==> src/core/gpio_cfg.svh <==
// Register offsets, reset values and the summary of port behaviour
// Summary of operation
// - Every reset clears all direction bits, so pins start as inputs.
// - Reset sets slew limit, clears drive strength and clears pullup enable.
// - After reset all shared peripheral and analog functions are disabled.
// - An enabled shared peripheral takes the pin from the port logic.
// - Direction zero: driver off, data read returns the synchronised pin level.
// - Direction one: driver on, data read returns the latched data.
// - Direction bit picks the read source even under peripheral control.
// - Analog function disables digital use; data read returns zero.
// - Analog function beats an alternate digital function on one pin.
// - Pullup on only when enabled and nothing drives the pin.
// - Pullup forced off while analog controls the pin.
// - Slew limit applies to outputs only; no effect on inputs.
// - Drive strength bit selects high drive, clear gives low drive.
// - Pin control registers are independent of data and direction.
// - Data writes latch all bits; only outputs show them on pins.
`ifndef GPIO_CFG_SVH
`define GPIO_CFG_SVH
`define OFS_DATA 3'h0
`define OFS_DIR 3'h1
`define OFS_PULL 3'h2
`define OFS_SLEW 3'h3
`define OFS_DRIVE 3'h4
`define OFS_ALT_EN 3'h5
`define OFS_ANA_EN 3'h6
`define RST_DATA 1'b0
`define RST_DIR 1'b0
`define RST_PULL 1'b0
`define RST_SLEW 1'b1
`define RST_DRIVE 1'b0
`define RST_FUNC_EN 1'b0
`endif

==> src/core/gpio_pkg.sv <==
// Types shared by the port files
package gpio_pkg;
    typedef enum logic [1:0] {
        OWNER_PORT,
        OWNER_PERIPH,
        OWNER_ANALOG
    } pin_owner_e;
endpackage

==> src/core/pin_sync.sv <==
// Two-stage synchroniser for a group of pin levels
`timescale 1ns/1ps
module pin_sync #(
    parameter int WIDTH = 8
) (
    // Clock and reset
    input wire logic sys_clk,
    input wire logic rst_n,
    // Levels
    input wire logic [WIDTH-1:0] async_in,
    output logic [WIDTH-1:0] sync_out
);
    logic [WIDTH-1:0] meta_q;

    // First stage read only by the second
    always_ff @(posedge sys_clk or negedge rst_n) begin
        if (!rst_n) begin
            meta_q <= '0;
            sync_out <= '0;
        end else begin
            meta_q <= async_in;
            sync_out <= meta_q;
        end
    end
endmodule

==> src/core/pin_owner_mux.sv <==
// Per-pin ownership and pad control selection
`timescale 1ns/1ps
module pin_owner_mux (
    // Port logic settings
    input wire logic port_dir,
    input wire logic port_data,
    input wire logic pull_en,
    input wire logic slew_en,
    input wire logic drive_en,
    // Shared functions
    input wire logic alt_en,
    input wire logic alt_oe,
    input wire logic alt_out,
    input wire logic ana_en,
    // Pad controls
    output gpio_pkg::pin_owner_e owner,
    output logic pad_out,
    output logic pad_oe_n,
    output logic pad_pull,
    output logic pad_slew,
    output logic pad_drive
);
    logic drive_now;

    // Analog first, then peripheral, then port
    always_comb begin
        if (ana_en) begin
            owner = gpio_pkg::OWNER_ANALOG;
        end else if (alt_en) begin
            owner = gpio_pkg::OWNER_PERIPH;
        end else begin
            owner = gpio_pkg::OWNER_PORT;
        end
    end

    // Driver and pad settings by owner
    always_comb begin
        drive_now = 1'b0;
        pad_out = 1'b0;
        unique case (owner)
            gpio_pkg::OWNER_PORT: begin
                drive_now = port_dir;
                pad_out = port_data;
            end
            gpio_pkg::OWNER_PERIPH: begin
                drive_now = alt_oe;
                pad_out = alt_out;
            end
            gpio_pkg::OWNER_ANALOG: begin
                drive_now = 1'b0;
                pad_out = 1'b0;
            end
            default: begin
                drive_now = 1'b0;
                pad_out = 1'b0;
            end
        endcase
        pad_oe_n = ~drive_now;
        pad_pull = pull_en & ~drive_now & (owner != gpio_pkg::OWNER_ANALOG);
        pad_slew = slew_en & drive_now;
        pad_drive = drive_en & drive_now;
    end
endmodule

==> src/core/gpio_port.sv <==
// Parallel I/O port with per-pin pullup, slew and drive control
//
// Decided for this implementation: the address-and-strobe port and the register offsets.
`timescale 1ns/1ps
`include "gpio_cfg.svh"
module gpio_port #(
    parameter int WIDTH = 8
) (
    // Clock and reset
    input wire logic sys_clk,
    input wire logic rst_n,
    // Register port
    input wire logic [2:0] reg_addr,
    input wire logic [WIDTH-1:0] reg_wdata,
    input wire logic reg_wr,
    input wire logic reg_rd,
    output logic [WIDTH-1:0] reg_rdata,
    // Shared peripheral functions
    input wire logic [WIDTH-1:0] alt_oe,
    input wire logic [WIDTH-1:0] alt_out,
    // Pins
    input wire logic [WIDTH-1:0] pin_in,
    output logic [WIDTH-1:0] pin_out,
    output logic [WIDTH-1:0] pin_oe_n,
    output logic [WIDTH-1:0] pin_pull,
    output logic [WIDTH-1:0] pin_slew,
    output logic [WIDTH-1:0] pin_drive
);
    logic [WIDTH-1:0] data_q;
    logic [WIDTH-1:0] dir_q;
    logic [WIDTH-1:0] pull_q;
    logic [WIDTH-1:0] slew_q;
    logic [WIDTH-1:0] drive_q;
    logic [WIDTH-1:0] alt_en_q;
    logic [WIDTH-1:0] ana_en_q;
    logic [WIDTH-1:0] pin_sync_lvl;
    logic [WIDTH-1:0] out_d;
    logic [WIDTH-1:0] oe_n_d;
    logic [WIDTH-1:0] pull_d;
    logic [WIDTH-1:0] slew_d;
    logic [WIDTH-1:0] drive_d;
    logic [WIDTH-1:0] rdata_d;
    gpio_pkg::pin_owner_e owner_d [WIDTH];

    // Write strobe decode
    function automatic logic wr_hit(input logic [2:0] ofs);
        return reg_wr && (reg_addr == ofs);
    endfunction

    // Pin inputs through the synchroniser
    pin_sync #(.WIDTH(WIDTH)) u_sync (
        .sys_clk(sys_clk),
        .rst_n(rst_n),
        .async_in(pin_in),
        .sync_out(pin_sync_lvl)
    );

    // Data latch takes all bits on every write
    always_ff @(posedge sys_clk or negedge rst_n) begin
        if (!rst_n) begin
            data_q <= {WIDTH{`RST_DATA}};
        end else if (wr_hit(`OFS_DATA)) begin
            data_q <= reg_wdata;
        end
    end

    // Direction bits
    always_ff @(posedge sys_clk or negedge rst_n) begin
        if (!rst_n) begin
            dir_q <= {WIDTH{`RST_DIR}};
        end else if (wr_hit(`OFS_DIR)) begin
            dir_q <= reg_wdata;
        end
    end

    // Pin control bits, separate from data and direction
    always_ff @(posedge sys_clk or negedge rst_n) begin
        if (!rst_n) begin
            pull_q <= {WIDTH{`RST_PULL}};
            slew_q <= {WIDTH{`RST_SLEW}};
            drive_q <= {WIDTH{`RST_DRIVE}};
        end else begin
            if (wr_hit(`OFS_PULL)) begin
                pull_q <= reg_wdata;
            end
            if (wr_hit(`OFS_SLEW)) begin
                slew_q <= reg_wdata;
            end
            if (wr_hit(`OFS_DRIVE)) begin
                drive_q <= reg_wdata;
            end
        end
    end

    // Shared function enables, off after reset
    always_ff @(posedge sys_clk or negedge rst_n) begin
        if (!rst_n) begin
            alt_en_q <= {WIDTH{`RST_FUNC_EN}};
            ana_en_q <= {WIDTH{`RST_FUNC_EN}};
        end else begin
            if (wr_hit(`OFS_ALT_EN)) begin
                alt_en_q <= reg_wdata;
            end
            if (wr_hit(`OFS_ANA_EN)) begin
                ana_en_q <= reg_wdata;
            end
        end
    end

    // Per-pin ownership
    for (genvar i = 0; i < WIDTH; i++) begin : g_pin
        pin_owner_mux u_mux (
            .port_dir(dir_q[i]),
            .port_data(data_q[i]),
            .pull_en(pull_q[i]),
            .slew_en(slew_q[i]),
            .drive_en(drive_q[i]),
            .alt_en(alt_en_q[i]),
            .alt_oe(alt_oe[i]),
            .alt_out(alt_out[i]),
            .ana_en(ana_en_q[i]),
            .owner(owner_d[i]),
            .pad_out(out_d[i]),
            .pad_oe_n(oe_n_d[i]),
            .pad_pull(pull_d[i]),
            .pad_slew(slew_d[i]),
            .pad_drive(drive_d[i])
        );
    end

    // Pad outputs registered
    always_ff @(posedge sys_clk or negedge rst_n) begin
        if (!rst_n) begin
            pin_out <= '0;
            pin_oe_n <= '1;
            pin_pull <= '0;
            pin_slew <= '0;
            pin_drive <= '0;
        end else begin
            pin_out <= out_d;
            pin_oe_n <= oe_n_d;
            pin_pull <= pull_d;
            pin_slew <= slew_d;
            pin_drive <= drive_d;
        end
    end

    // Read data selection
    always_comb begin
        rdata_d = '0;
        unique case (reg_addr)
            `OFS_DATA: rdata_d = ((dir_q & data_q) | (~dir_q & pin_sync_lvl)) & ~ana_en_q;
            `OFS_DIR: rdata_d = dir_q;
            `OFS_PULL: rdata_d = pull_q;
            `OFS_SLEW: rdata_d = slew_q;
            `OFS_DRIVE: rdata_d = drive_q;
            `OFS_ALT_EN: rdata_d = alt_en_q;
            `OFS_ANA_EN: rdata_d = ana_en_q;
            default: rdata_d = '0;
        endcase
    end

    // Read data stands the cycle after the strobe only
    always_ff @(posedge sys_clk or negedge rst_n) begin
        if (!rst_n) begin
            reg_rdata <= '0;
        end else if (reg_rd) begin
            reg_rdata <= rdata_d;
        end else begin
            reg_rdata <= '0;
        end
    end

    // Output pin shows latched data one cycle on
    output_data_a: assert property (@(posedge sys_clk) disable iff (!rst_n)
        (dir_q[0] && !alt_en_q[0] && !ana_en_q[0]) |=> (pin_out[0] == $past(data_q[0])))
        else $error("output pin not driven from data latch");

    // Input pin never driven
    input_off_a: assert property (@(posedge sys_clk) disable iff (!rst_n)
        (!dir_q[0] && !alt_en_q[0]) |=> pin_oe_n[0])
        else $error("input pin driven");

    // Analog forces pullup and driver off
    analog_off_a: assert property (@(posedge sys_clk) disable iff (!rst_n)
        ana_en_q[2] |=> (pin_oe_n[2] && !pin_pull[2]))
        else $error("analog pin not released");

    // Analog read gives zero
    analog_read_a: assert property (@(posedge sys_clk) disable iff (!rst_n)
        (reg_rd && reg_addr == `OFS_DATA && ana_en_q[2]) |=> !reg_rdata[2])
        else $error("analog bit read nonzero");

    // Peripheral controls enable
    periph_own_a: assert property (@(posedge sys_clk) disable iff (!rst_n)
        (alt_en_q[2] && !ana_en_q[2]) |=> (pin_oe_n[2] == !$past(alt_oe[2])))
        else $error("peripheral lost pin");

    // Pullup off while driven
    pull_drive_a: assert property (@(posedge sys_clk) disable iff (!rst_n)
        !pin_oe_n[0] |-> !pin_pull[0])
        else $error("pullup on driven pin");

    // Slew ignored on input
    slew_input_a: assert property (@(posedge sys_clk) disable iff (!rst_n)
        pin_oe_n[3] |-> !pin_slew[3])
        else $error("slew on input");

    // Drive select follows bit
    drive_sel_a: assert property (@(posedge sys_clk) disable iff (!rst_n)
        (dir_q[0] && drive_q[0] && !alt_en_q[0] && !ana_en_q[0]) |=> pin_drive[0])
        else $error("high drive not selected");

    // Data write leaves slew and direction bits alone
    ctrl_indep_a: assert property (@(posedge sys_clk) disable iff (!rst_n)
        (reg_wr && reg_addr == `OFS_DATA) |=> $stable(slew_q) && $stable(dir_q))
        else $error("data write disturbed control");
endmodule

==> config.mk <==
export PLATFORM = sky130hd
export DESIGN_NAME = gpio_port
export DESIGN_NICKNAME = d
export VERILOG_FILES = /design/src/core/gpio_pkg.sv /design/src/core/pin_sync.sv /design/src/core/pin_owner_mux.sv /design/src/core/gpio_port.sv
export VERILOG_INCLUDE_DIRS = /design/src /design/src/core
export SDC_FILE = /design/constraint.sdc
export NUM_CORES = 1
export LEC_CHECK = 0
export BUFFER_PORTS_ARGS = -buffer_cell sky130_fd_sc_hd__buf_2
export CORE_MARGIN = 3
export CORE_UTILIZATION = 36
export DETAILED_ROUTE_END_ITERATION = 16
export HOLD_SLACK_MARGIN = 0.15
export PLACE_DENSITY = 0.64
export SLEW_MARGIN = 20
export SYNTH_ARGS = -nofsm -noshare
export SYNTH_HDL_FRONTEND = slang
export SYNTH_SLANG_ARGS = --single-unit
==> constraint.sdc <==
create_clock -name sys_clk -period 4.07 [get_ports sys_clk]
set_clock_uncertainty 0.15 [all_clocks]
set_input_delay 0 -clock sys_clk [delete_from_list [all_inputs] [get_ports sys_clk]]
set_output_delay 0 -clock sys_clk [all_outputs]
set_load 0.01 [all_outputs]
== Yosys cells after proc, flatten, opt, wreduce, memory -nomap -nowiden ==
Index checks and enable logic that the tools add are counted.

* Eq/ne operators: 22
* Muxes and demuxes: 34
* Bitwise logic cells: 46
* Reductions and logical operators: 16

{| class="wikitable"
|+ Operator list
! operator !! number
|-
| one-hot mux 8 bit (7 select lines) || 1
|-
| AND 1 bit || 32
|-
| one-hot mux 1 bit (2 select lines) || 16
|-
| AND 8 bit || 3
|-
| == test 2 x 1 -> 1 bit, second input constant || 8
|-
| zero test 2 bit || 8
|-
| 2-to-1 mux 2 bit || 8
|-
| != test 2 bit, second input constant || 8
|-
| inverter 8 bit || 2
|-
| == test 3 bit, second input constant || 3
|-
| 2-to-1 mux 1 bit || 8
|-
| 2-to-1 mux 8 bit || 1
|-
| inverter 1 bit || 8
|-
| bitwise OR 8 bit || 1
|-
| logical AND 1 bit || 7
|-
| == test 3 x 2 -> 1 bit, second input constant || 2
|-
| == test 3 x 1 -> 1 bit, second input constant || 1
|-
| zero test 3 bit || 1
|}

* Register bits: 120
* Input port bits: 39
* Output and inout port bits: 48
* Word-level logic and storage cells: 133

== Depth between registers and ports, before layout ==
Gate-level depths: netlist of run 1.

* Depth in word-level cells: 7
* Depth in mapped cells: 6
* Mapped depth without buffers: 4

== Hierarchy ==
From an unflattened synthesis of run 1, not the netlist that was laid out.

* Cell total of the unflattened synthesis: 342
* Area, all modules: 5018.6 µm²

{| class="wikitable"
|+ By module, submodules not included
! module !! times used !! cells each !! area an instance (µm²) !! sequential area each (µm²)
|-
| gpio_port || 1 || 254 || 4077.7 || 2622.5
|-
| pin_owner_mux || 8 || 9 || 67.6 || 0.0
|-
| pin_sync || 1 || 16 || 400.4 || 400.4
|}

== Worst setup path before layout of run 1 ==
No wires, ideal clock.

* Kind: register to register
* From: register dir_q[4]
* To: register reg_rdata[4]
* Library setup time: 0.129 ns
* Arrival: 1.065 ns
* Required time: 3.791 ns
* Path slack: 2.726 ns
* Cell stages (with the launch flop): 5
* Buffers on the path: 0
* Clock period less this slack: 1.344 ns
* Cell sequence: dfrtp_1 > mux2_2 > a221oi_1 > a21o_1 > a21oi_1

* Longest elaborated chain between the ends: 6
* Elaborated cells on any way between the ends: 7
* Classes of those cells: 2 x mux; 5 x bitwise

{| class="wikitable"
|+ Ends and longest elaborated chain
! what !! RTL line !! text
|-
| start: declaration || gpio_port.sv:30 || <nowiki>logic [WIDTH-1:0] dir_q;</nowiki>
|-
| start signal: assignment || gpio_port.sv:70 || <nowiki>dir_q <= {WIDTH{`RST_DIR}};</nowiki>
|-
| start signal: assignment || gpio_port.sv:72 || <nowiki>dir_q <= reg_wdata;</nowiki>
|-
| inverter 8 bit || gpio_port.sv:152 || <nowiki>`OFS_DATA: rdata_d = ((dir_q & data_q) | (~dir_q & pin_sync_lvl)) & ~ana_en_q;</nowiki>
|-
| AND 8 bit || gpio_port.sv:152 ||
|-
| bitwise OR 8 bit || gpio_port.sv:152 ||
|-
| AND 8 bit || gpio_port.sv:152 ||
|-
| one-hot mux 8 bit (7 select lines) * || gpio_port.sv:151 || <nowiki>unique case (reg_addr)</nowiki>
|-
| 2-to-1 mux 8 bit * || gpio_port.sv:167 || <nowiki>end else if (reg_rd) begin</nowiki>
|-
| end signal: assignment || gpio_port.sv:168 || <nowiki>reg_rdata <= rdata_d;</nowiki>
|-
| end: declaration || gpio_port.sv:17 || <nowiki>output logic [WIDTH-1:0] reg_rdata,</nowiki>
|}

Mark *: on every way between the ends. The rest lies on a longest branch, timed or not.
A chain may end at the register's enable or synchronous reset.

== Worst setup path after layout of run 1 ==
* From: input reg_addr[2]
* To: register data_q[4]

* Longest elaborated chain between the ends: 2

{| class="wikitable"
|+ Ends and longest elaborated chain
! what !! RTL line !! text
|-
| start: declaration || gpio_port.sv:13 || <nowiki>input wire logic [2:0] reg_addr,</nowiki>
|-
| zero test 3 bit || gpio_port.sv:47 || <nowiki>return reg_wr && (reg_addr == ofs);</nowiki>
|-
| logical AND 1 bit || gpio_port.sv:47 ||
|-
| end signal: assignment || gpio_port.sv:61 || <nowiki>data_q <= {WIDTH{`RST_DATA}};</nowiki>
|-
| end signal: assignment || gpio_port.sv:63 || <nowiki>data_q <= reg_wdata;</nowiki>
|-
| end: declaration || gpio_port.sv:29 || <nowiki>logic [WIDTH-1:0] data_q;</nowiki>
|}

No other way between the ends.

==> impl_metrics.env, run 1 <==
export IMPL_diodes=0
export IMPL_setup_viol=0
export IMPL_fp_row_count=41
export IMPL_h_tree_depth=4
export IMPL_yosysWarnings=0
export IMPL_dr_wl_met2_um=5350
export IMPL_grtUsageTotal=0.164
export IMPL_setup_tns_ps=0
export IMPL_dieArea_um2=14800
export IMPL_powerDensity_nw_per_um2=549
export IMPL_cpMostUsedCell="dlygate4sd3_1"
export IMPL_post_drt_via_cell_ratio=4.76
export IMPL_maxCapViolCount=0
export IMPL_clock_latency_ps=420
export IMPL_ys_seq_area_frac=0.630
export IMPL_max_stage_delay_ps=870
export IMPL_place_congestion=0.781
export IMPL_rsz0062_at_grt="no"
export IMPL_drtAntennaViolNets=0
export IMPL_regToRegStartpoint="dir_q[0]"
export IMPL_clockBufferDepth=2
export IMPL_crit_required_ps=4220
export IMPL_fillers=1182
export IMPL_synth_nets=371
export IMPL_outcome="complete, no violations"
export IMPL_ioPinCount=87
export IMPL_core_area_um2=12800
export IMPL_initial_core_util=0.374
export IMPL_area_growth_synth_to_final_pct=34.2
export IMPL_syn_cell_area_um2=4800
export IMPL_grt_pass1_vias=3356
export IMPL_yosysUniqueCellTypes=33
export IMPL_die_h_um=121
export IMPL_async_flop_share=1.00
export IMPL_dp_hpwl_um=7130
export IMPL_post_route_drc_count=0
export IMPL_critPathSlowestCell="nor3_2"
export IMPL_cp_end_kind="register"
export IMPL_wl_met1_um=5010
export IMPL_power_leakage_nw=3.03
export IMPL_p_sw_w=0.000904
export IMPL_holdPathStages=5
export IMPL_maxSlewHeadroom=0.346
export IMPL_grt_max_degree=48
export IMPL_power_share_sequential=0.452
export IMPL_fin_crit_sh=0.618
export IMPL_synth_edf_count=0
export IMPL_crit_path_start_kind="input port"
export IMPL_hold_path_class="input port to register"
export IMPL_io_buffers=86
export IMPL_slew_viol_final=0
export IMPL_antenna_found_initial=0
export IMPL_cts_root_buf="clkbuf_16"
export IMPL_synthFlopType="dfrtp_1"
export IMPL_tightest_slew_ps=975
export IMPL_grt_pass1_wl_um=18100
export IMPL_path_class="input port to register"
export IMPL_yosysTopAreaCell="dfrtp_1"
export IMPL_layout_drive_gt1_share=0.403
export IMPL_synth_area_per_cell_um2=14.5
export IMPL_intPower_w=0.00263
export IMPL_grt_overflow_total=0
export IMPL_met3WireLength_um=526
export IMPL_firstDrtPassIters=6
export IMPL_fin_crit_ps=2510
export IMPL_worstPathCellList="dlygate4sd3_1, buf_2, nor3_2, mux2_2, dlygate4sd3_1"
export IMPL_die_x_um=121
export IMPL_crit_arrival_ps=2660
export IMPL_min_from="reg_addr[1]"
export IMPL_wirelength_um=11000
export IMPL_hold_end="reg_rdata[5]"
export IMPL_cpLargestDelayFamily="buffers and inverters"
export IMPL_clock_fmax_ghz=0.398
export IMPL_crit_path_max_fanout=23
export IMPL_syn_inst=332
export IMPL_ir_drop_mv=0.328
export IMPL_numCtsBuffers=17
export IMPL_rr_endpoint="reg_rdata[0]"
export IMPL_clkPwrFrac=0.383
export IMPL_synth_top_area_share=0.542
export IMPL_hold_viol_final=0
export IMPL_dr_max_layer_used="met4"
export IMPL_path_buf_inv=3
export IMPL_path_clk_slew_ps=50
export IMPL_wire_per_inst_um=16.6
export IMPL_pwr_share_comb=0.165
export IMPL_cts_sinks=120
export IMPL_fin_total_pwr_w=0.00354
export IMPL_first_iter_violations=187
export IMPL_nets=518
export IMPL_via_count=3156
export IMPL_cts_tree="yes"
export IMPL_reg2reg_depth=5
export IMPL_ff2ff_setup_slack_ps=2110
export IMPL_synth_area_leaders="dfrtp_1, mux2_2, dfstp_2"
export IMPL_switching_share=0.256
export IMPL_synth_seq_cells=120
[what timing repair did]
action,CTS,global route
endpoints found under the setup margin,0,0
gates resized for setup,0,0
setup buffers,0,0
endpoints found under the hold margin,221,0
hold buffers,48,0
[cells in the mapped netlist, drive strengths merged, types with 5 or more instances]
cell type and number:
dfrtp 104, mux2 61, mux2i 36, nor2 21, and2 16, dfstp 16, nor3b 9, inv 8
buf 7, a21oi 6, a2bb2oi 6, nor3 6, or3 6, a21o 5, a221oi 5
[logic make-up after synthesis]
group,share of synthesized area
simple gates,0.0915
flops,0.630
compound gates,0.0422
buf+inv,0.0180
mux,0.218
[cell usage in the layout (no fill, tap or decap), drive strengths merged, types with 4 or more instances in the layout]
cell type	instances
mux2i	36
and2	16
clkbuf	28
nor2	21
nor3b	9
a21oi	6
inv	8
buf	89
a221oi	5
dlygate4sd3	47
mux2	61
nor2b	4
dfstp	16
dfrtp	104
or3	6
nor3	6
nand2b	4
a2bb2oi	6
a21o	5
[tightest hold or removal path, stage by stage]
cell     delay (ps)
buf_2           300
mux2i_1         190
nor2_1           80
nor3_1           60
nor2_1           80
[power groups by stage]
stage	Clock (W)	Combinational (W)	Sequential, W
after floorplan	0	0.000313	0.00162
after global placement	0	0.000539	0.00161
after detailed placement	0	0.000551	0.00162
after CTS	0.00138	0.000595	0.00160
after global routing	0.00144	0.000650	0.00163
final	0.00135	0.000584	0.00160
[final cells by class]
| class | instances | area (um^2) | share of cell area |
|---|---|---|---|
| clock buffers | 28 | 527 | 0.0818 |
| well taps | 172 | 215 | 0.0334 |
| repair buffers | 136 | 938 | 0.146 |
| flip-flops and latches | 120 | 3020 | 0.470 |
| multi-input cells | 196 | 1690 | 0.262 |
| inverters | 8 | 30.0 | 0.00466 |
| clock inverters | 3 | 15.0 | 0.00233 |
[routing by layer]
metal	vias up	global-route usage
met5	-	0
met4	0	0.0567
met3	15	0.0513
met2	66	0.260
met1	1590	0.214
li1	1485	-
[state kept, by name (all words and copies together), names as in the netlist]
signal	flops
alt_en_q	8
ana_en_q	8
data_q	8
dir_q	8
drive_q	8
pin_drive	8
pin_oe_n	8
pin_out	8
pin_pull	8
pin_slew	8
pull_q	8
reg_rdata	8
slew_q	8
u_sync.meta_q	8
u_sync.sync_out	8
[worst max-delay path by stage]
stage	start	slack [ps]	to	cells past startpoint
finish	reg_addr[2]	1560	data_q[4]	5
global route	reg_addr[2]	1440	data_q[4]	5
CTS	reg_addr[2]	1510	data_q[4]	5
detailed placement	reg_addr[1]	2010	data_q[5]	4
global placement	reg_addr[1]	2020	data_q[6]	4
floorplan	dir_q[4]	2730	reg_rdata[4]	4
[through the flow]
step	hold slack [ps]	utilization	setup WS (ps)	cells	cell area (um^2)
after floorplan	-446	-	2730	332	4800
after global placement	-196	0.421	2020	584	5410
after detailed placement	-185	0.421	2010	584	5410
after CTS	154	0.502	1510	663	6440
after global routing	201	0.502	1440	663	6440
final	188	0.502	1560	663	6440
Note: power is estimated with default switching activity, not from simulation.
==> run 2, diff against run 1 <==
Settings changed: ABC_AREA from default to 1, PLACE_DENSITY 0.64 to 0.65.
Clock period 4.07 ns to 2.15 ns, I/O delays scaled along.
==> impl_metrics.env, run 2 <==
export IMPL_outcome="complete, no violations"
export IMPL_layout_drive_gt1_share=0.207
export IMPL_crit_path_max_fanout=18
export IMPL_clock_latency_ps=420
export IMPL_io_buffers=86
export IMPL_fp_row_count=42
export IMPL_h_tree_depth=4
export IMPL_cts_tree="yes"
export IMPL_cts_setup_buffers=0
export IMPL_numCtsBuffers=17
export IMPL_synthFlopType="dfrtp_1"
export IMPL_die_h_um=123
export IMPL_max_stage_delay_ps=740
export IMPL_async_flop_share=1.00
export IMPL_yosysUniqueCellTypes=17
export IMPL_crit_arrival_ps=2170
export IMPL_ir_drop_mv=0.448
export IMPL_nets=745
export IMPL_clock_fmax_ghz=0.493
export IMPL_fillers=1275
export IMPL_core_area_um2=13300
export IMPL_synth_area_leaders="dfrtp_1, nand2_1, dfstp_2"
export IMPL_dp_hpwl_um=8120
export IMPL_antenna_found_initial=0
export IMPL_synth_commonest_cells="nand2_1, dfrtp_1, inv_1"
export IMPL_grt_max_degree=79
export IMPL_area_growth_synth_to_final_pct=37.2
export IMPL_final_common_cell="nand2_1"
export IMPL_crit_required_ps=2290
export IMPL_wirelength_um=12600
export IMPL_ff2ff_setup_slack_ps=690
export IMPL_ioPinCount=87
export IMPL_hold_viol_final=0
export IMPL_grt_pass1_vias=4237
export IMPL_rsz0062_at_grt="no"
export IMPL_place_congestion=0.860
export IMPL_post_route_drc_count=0
export IMPL_cts_sinks=120
export IMPL_reg2reg_depth=3
export IMPL_power_leakage_nw=3.54
export IMPL_path_class="input port to register"
export IMPL_setup_viol=0
export IMPL_path_clk_slew_ps=50
export IMPL_initial_core_util=0.370
export IMPL_firstDrtPassIters=6
export IMPL_slew_viol_final=0
export IMPL_synth_top_area_share=0.526
export IMPL_critPathSlowestCell="dlygate4sd3_1"
export IMPL_ff_latch_area_um2=3020
export IMPL_cpLargestDelayFamily="buffers and inverters"
export IMPL_wire_per_inst_um=14.1
export IMPL_setup_tns_ps=0
export IMPL_dieArea_um2=15200
export IMPL_post_drt_via_cell_ratio=4.76
export IMPL_synth_seq_cells=120
export IMPL_ys_seq_area_frac=0.611
export IMPL_synth_area_per_cell_um2=8.96
export IMPL_final_core_util=0.508
export IMPL_worstPathCellList="buf_2, dlygate4sd3_1, nor2_8, nand3_1, dlygate4sd3_1, nand2_1, o21ai_0"
export IMPL_synth_most_common_cell="nand2_1"
export IMPL_maxSlewHeadroom=0.556
export IMPL_cpMostUsedCell="dlygate4sd3_1"
export IMPL_via_count=4258
export IMPL_cp_end_kind="register"
export IMPL_crit_path_start_kind="input port"
export IMPL_multi_input_area_um2=1590
export IMPL_diodes=0
export IMPL_fin_crit_sh=0.943
export IMPL_syn_inst=552
export IMPL_path_buf_inv=3
export IMPL_clockBufferDepth=2
export IMPL_yosysTopAreaCell="dfrtp_1"
export IMPL_hold_path_class="register to register"
export IMPL_synth_nets=591
export IMPL_drtAntennaViolNets=0
export IMPL_tightest_slew_ps=665
export IMPL_grtUsageTotal=0.178
export IMPL_syn_cell_area_um2=4940
export IMPL_fin_crit_ps=2030
export IMPL_final_cell_mix="nand2_1, dfrtp_1, buf_2"
export IMPL_cts_root_buf="clkbuf_16"
export IMPL_holdPathStages=0
export IMPL_yosysWarnings=0
export IMPL_die_x_um=123
export IMPL_synth_edf_count=0
export IMPL_grt_overflow_total=0
export IMPL_crit_cells=7
export IMPL_first_iter_violations=372
export IMPL_powerDensity_nw_per_um2=1000
export IMPL_maxCapViolCount=0
export IMPL_grt_pass1_wl_um=20700
-- run 2: changes by cell type after synthesis, moves of 6 or more --
cell and change:
inv_1 +57, and2_1 -16, nand4_1 +24, nor2_1 +36
nand2_1 +142, or3_1 -6, nor3b_1 -8, buf_2 +10
a2bb2oi_1 -6, mux2_2 -61, nand3_1 +50, o21ai_0 +55
mux2i_1 -36
-- run 2: metrics by stage --
step           worst slack (ps)  power (W)  instances  cell area (um^2)  hold WS [ps]
3_5_place_dp                361    0.00393        804              5570          -255
2_1_floorplan              1100    0.00349        552              4940          -446
5_1_grt                    55.4    0.00717        895              6780           202
4_1_cts                    40.9    0.00686        896              6770           187
3_3_place_gp                431    0.00390        804              5570          -256
6_report                    122    0.00679        895              6780           195
-- run 2: final timing paths --
path                                            to              from
worst max-delay path                     data_q[5]       reg_addr[1]
worst max register to register           slew_q[0]         slew_q[0]
worst min-delay path            u_sync.sync_out[0]  u_sync.meta_q[0]
min in group asynchronous         u_sync.meta_q[2]             rst_n
worst min register to register  u_sync.sync_out[0]  u_sync.meta_q[0]
max in group asynchronous                slew_q[6]             rst_n
-- run 2: per-layer routing --
metal,up-vias,global-route usage,share of wire
li1,2084,-,-
met1,1999,0.227,0.43
met2,144,0.283,0.48
met3,31,0.0522,0.065
met4,0,0.0761,0.028
met5,-,0,0
-- run 2: area by class of cell --
type                            instances  share of cell area
Multi-Input combinational cell        346               0.234
Sequential cell                       120               0.446
Tap cell                              176              0.0325
Clock buffer                           24              0.0740
Inverter                               68              0.0376
Clock inverter                          8              0.0136
Timing Repair Buffer                  153               0.162
-- run 2: cells by family (layout without fill, tap and decap cells) --
kind of cell    Yosys count  after routing  share of synthesized area
flops                   120            120                      0.611
buf+inv                  86            253                     0.0714
compound gates           64             64                     0.0648
simple gates            282            282                      0.253
-- run 2: power by group --
group / total (W) / internal, W / switching [W] / leakage [nW]
clock: 0.00280 / 0.00185 / 0.000955 / 0.296
combinational: 0.00106 / 0.000442 / 0.000616 / 1.75
sequential: 0.00294 / 0.00267 / 0.000265 / 1.49
total: 0.00679 / 0.00496 / 0.00184 / 3.54
-- run 2: timing repair --
action,in CTS,in global routing
endpoints found under the setup margin,0,27
hold buffers,60,0
resized for setup,0,5
hold endpoints to repair,232,0
==> run 3, diff against run 2 <==
Settings changed: PLACE_DENSITY 0.65 to 0.63.
Clock period 2.15 ns to 2.3 ns, I/O delays scaled along.
==> impl_metrics.env, run 3 (same netlist as run 2, synthesis figures left out) <==
export IMPL_final_core_util=0.490
export IMPL_hold_path_class="register to register"
export IMPL_first_iter_violations=257
export IMPL_clock_latency_ps=410
export IMPL_path_class="input port to register"
export IMPL_place_congestion=0.863
export IMPL_nets=732
export IMPL_fin_crit_sh=0.911
export IMPL_busiest_layer="met2"
export IMPL_layout_drive_gt1_share=0.200
export IMPL_clockBufferDepth=2
export IMPL_hold_viol_final=0
export IMPL_finalWorstSetupSlack_ps=206
export IMPL_maxCapViolCount=0
export IMPL_dieArea_um2=15200
export IMPL_cts_sinks=120
export IMPL_crit_arrival_ps=2250
export IMPL_final_common_cell="nand2_1"
export IMPL_dp_hpwl_um=8560
export IMPL_ff_latch_area_um2=3020
export IMPL_critPathSlowestCell="dlygate4sd3_1"
export IMPL_wire_per_inst_um=14.4
export IMPL_holdPathStages=0
export IMPL_crit_path_start_kind="input port"
export IMPL_initial_core_util=0.370
export IMPL_ir_drop_mv=0.522
export IMPL_maxSlewHeadroom=0.582
export IMPL_final_cell_mix="nand2_1, dfrtp_1, buf_2"
export IMPL_setup_tns_ps=0
export IMPL_tightest_slew_ps=625
export IMPL_drtAntennaViolNets=0
export IMPL_grt_pass1_vias=4063
export IMPL_fillers=1298
export IMPL_grt_overflow_total=0
export IMPL_power_leakage_nw=3.41
export IMPL_clock_fmax_ghz=0.477
export IMPL_die_x_um=123
export IMPL_wirelength_um=12700
export IMPL_antenna_found_initial=0
export IMPL_grt_use_met2=0.282
export IMPL_cts_tree="yes"
export IMPL_reg2reg_depth=5
export IMPL_worstPathCellList="dlygate4sd3_1, buf_2, inv_2, nor2_8, nand3_1, o21ai_0"
export IMPL_crit_start="reg_addr[1]"
export IMPL_core_area_um2=13300
export IMPL_multi_input_area_um2=1570
export IMPL_regToRegStartpoint="ana_en_q[2]"
export IMPL_grtUsageMet3=0.0471
export IMPL_max_stage_delay_ps=520
export IMPL_cts_root_buf="clkbuf_16"
export IMPL_rr_endpoint="reg_rdata[2]"
export IMPL_diodes=0
export IMPL_slew_viol_final=0
export IMPL_use_met1=0.240
export IMPL_post_drt_via_cell_ratio=4.70
export IMPL_numCtsBuffers=17
export IMPL_crit_path_max_fanout=20
export IMPL_io_buffers=86
export IMPL_setup_viol=0
export IMPL_ioPinCount=87
export IMPL_grt_pass1_wl_um=20600
export IMPL_via_count=4144
export IMPL_pre_cts_ws_ps=371
export IMPL_cp_end_kind="register"
export IMPL_design_area_um2=6540
export IMPL_outcome="complete, no violations"
export IMPL_die_h_um=123
export IMPL_fp_row_count=42
export IMPL_powerDensity_nw_per_um2=912
export IMPL_endpoint="ana_en_q[7]"
export IMPL_area_growth_synth_to_final_pct=32.3
export IMPL_placed_cell_area_um2=5550
export IMPL_grt_max_degree=50
export IMPL_postCtsResizedCells=0
export IMPL_grtUsageTotal=0.180
export IMPL_firstDrtPassIters=4
export IMPL_crit_required_ps=2450
export IMPL_post_route_drc_count=0
export IMPL_path_clk_slew_ps=50
export IMPL_rsz0062_at_grt="no"
export IMPL_h_tree_depth=4
export IMPL_fin_crit_ps=2090
export IMPL_ff2ff_setup_slack_ps=1050
==> run 3: changes by cell type in the layout (fill, tap and decap cells not counted), moves of 2 or more <==
cell	before	now
dlygate4sd3_1	57	48
clkbuf_1	2	6
buf_4	8	5
clkbuf_8	5	2
bufinv_16	2	0
dlymetal6s4s_1	2	0
==> run 3: routing by layer <==
metal,vias up,part of all wire
li1,2053,-
met5,-,0
met2,113,0.49
met3,16,0.054
met4,0,0.014
met1,1962,0.45
==> run 3: final cells by class <==
| class | instances | share of cell area |
|---|---|---|
| Tap cell | 176 | 0.0337 |
| Clock buffer | 25 | 0.0727 |
| Sequential cell | 120 | 0.462 |
| Timing Repair Buffer | 140 | 0.148 |
| Clock inverter | 6 | 0.00459 |
| Inverter | 68 | 0.0390 |
| Multi-Input combinational cell | 346 | 0.240 |
==> run 3: metrics by stage <==
stage	std cells	total power [W]	hold WS (ps)
2_1_floorplan	552	0.00326	-446
3_3_place_gp	801	0.00366	-222
3_5_place_dp	801	0.00368	-218
4_1_cts	880	0.00603	198
5_1_grt	881	0.00630	203
6_report	881	0.00596	196
==> run 3: where the power goes <==
part           total, W  internal (W)  switching [W]
sequential      0.00275       0.00250       0.000251
combinational  0.000960      0.000386       0.000575
clock           0.00225       0.00141       0.000845
total           0.00596       0.00429        0.00167
==> run 3: repair_timing <==
action	4_1_cts	5_1_grt
buffers inserted	0	0
hold buffers	48	1
hold endpoints to repair	232	21
==> run 3: worst min-delay path by stage <==
stage | endpoint | from
floorplan | alt_en_q[0] | rst_n
global placement | pin_out[2] | rst_n
detailed placement | pin_out[2] | rst_n
CTS | u_sync.sync_out[2] | u_sync.meta_q[2]
global route | u_sync.sync_out[4] | u_sync.meta_q[4]
finish | u_sync.sync_out[6] | u_sync.meta_q[6]
==> run 3: critical path: cells and delay by family <==
kind            cells  cell delay, ps
buf+inv             3            1190
compound gates      1             380
simple gates        2             680
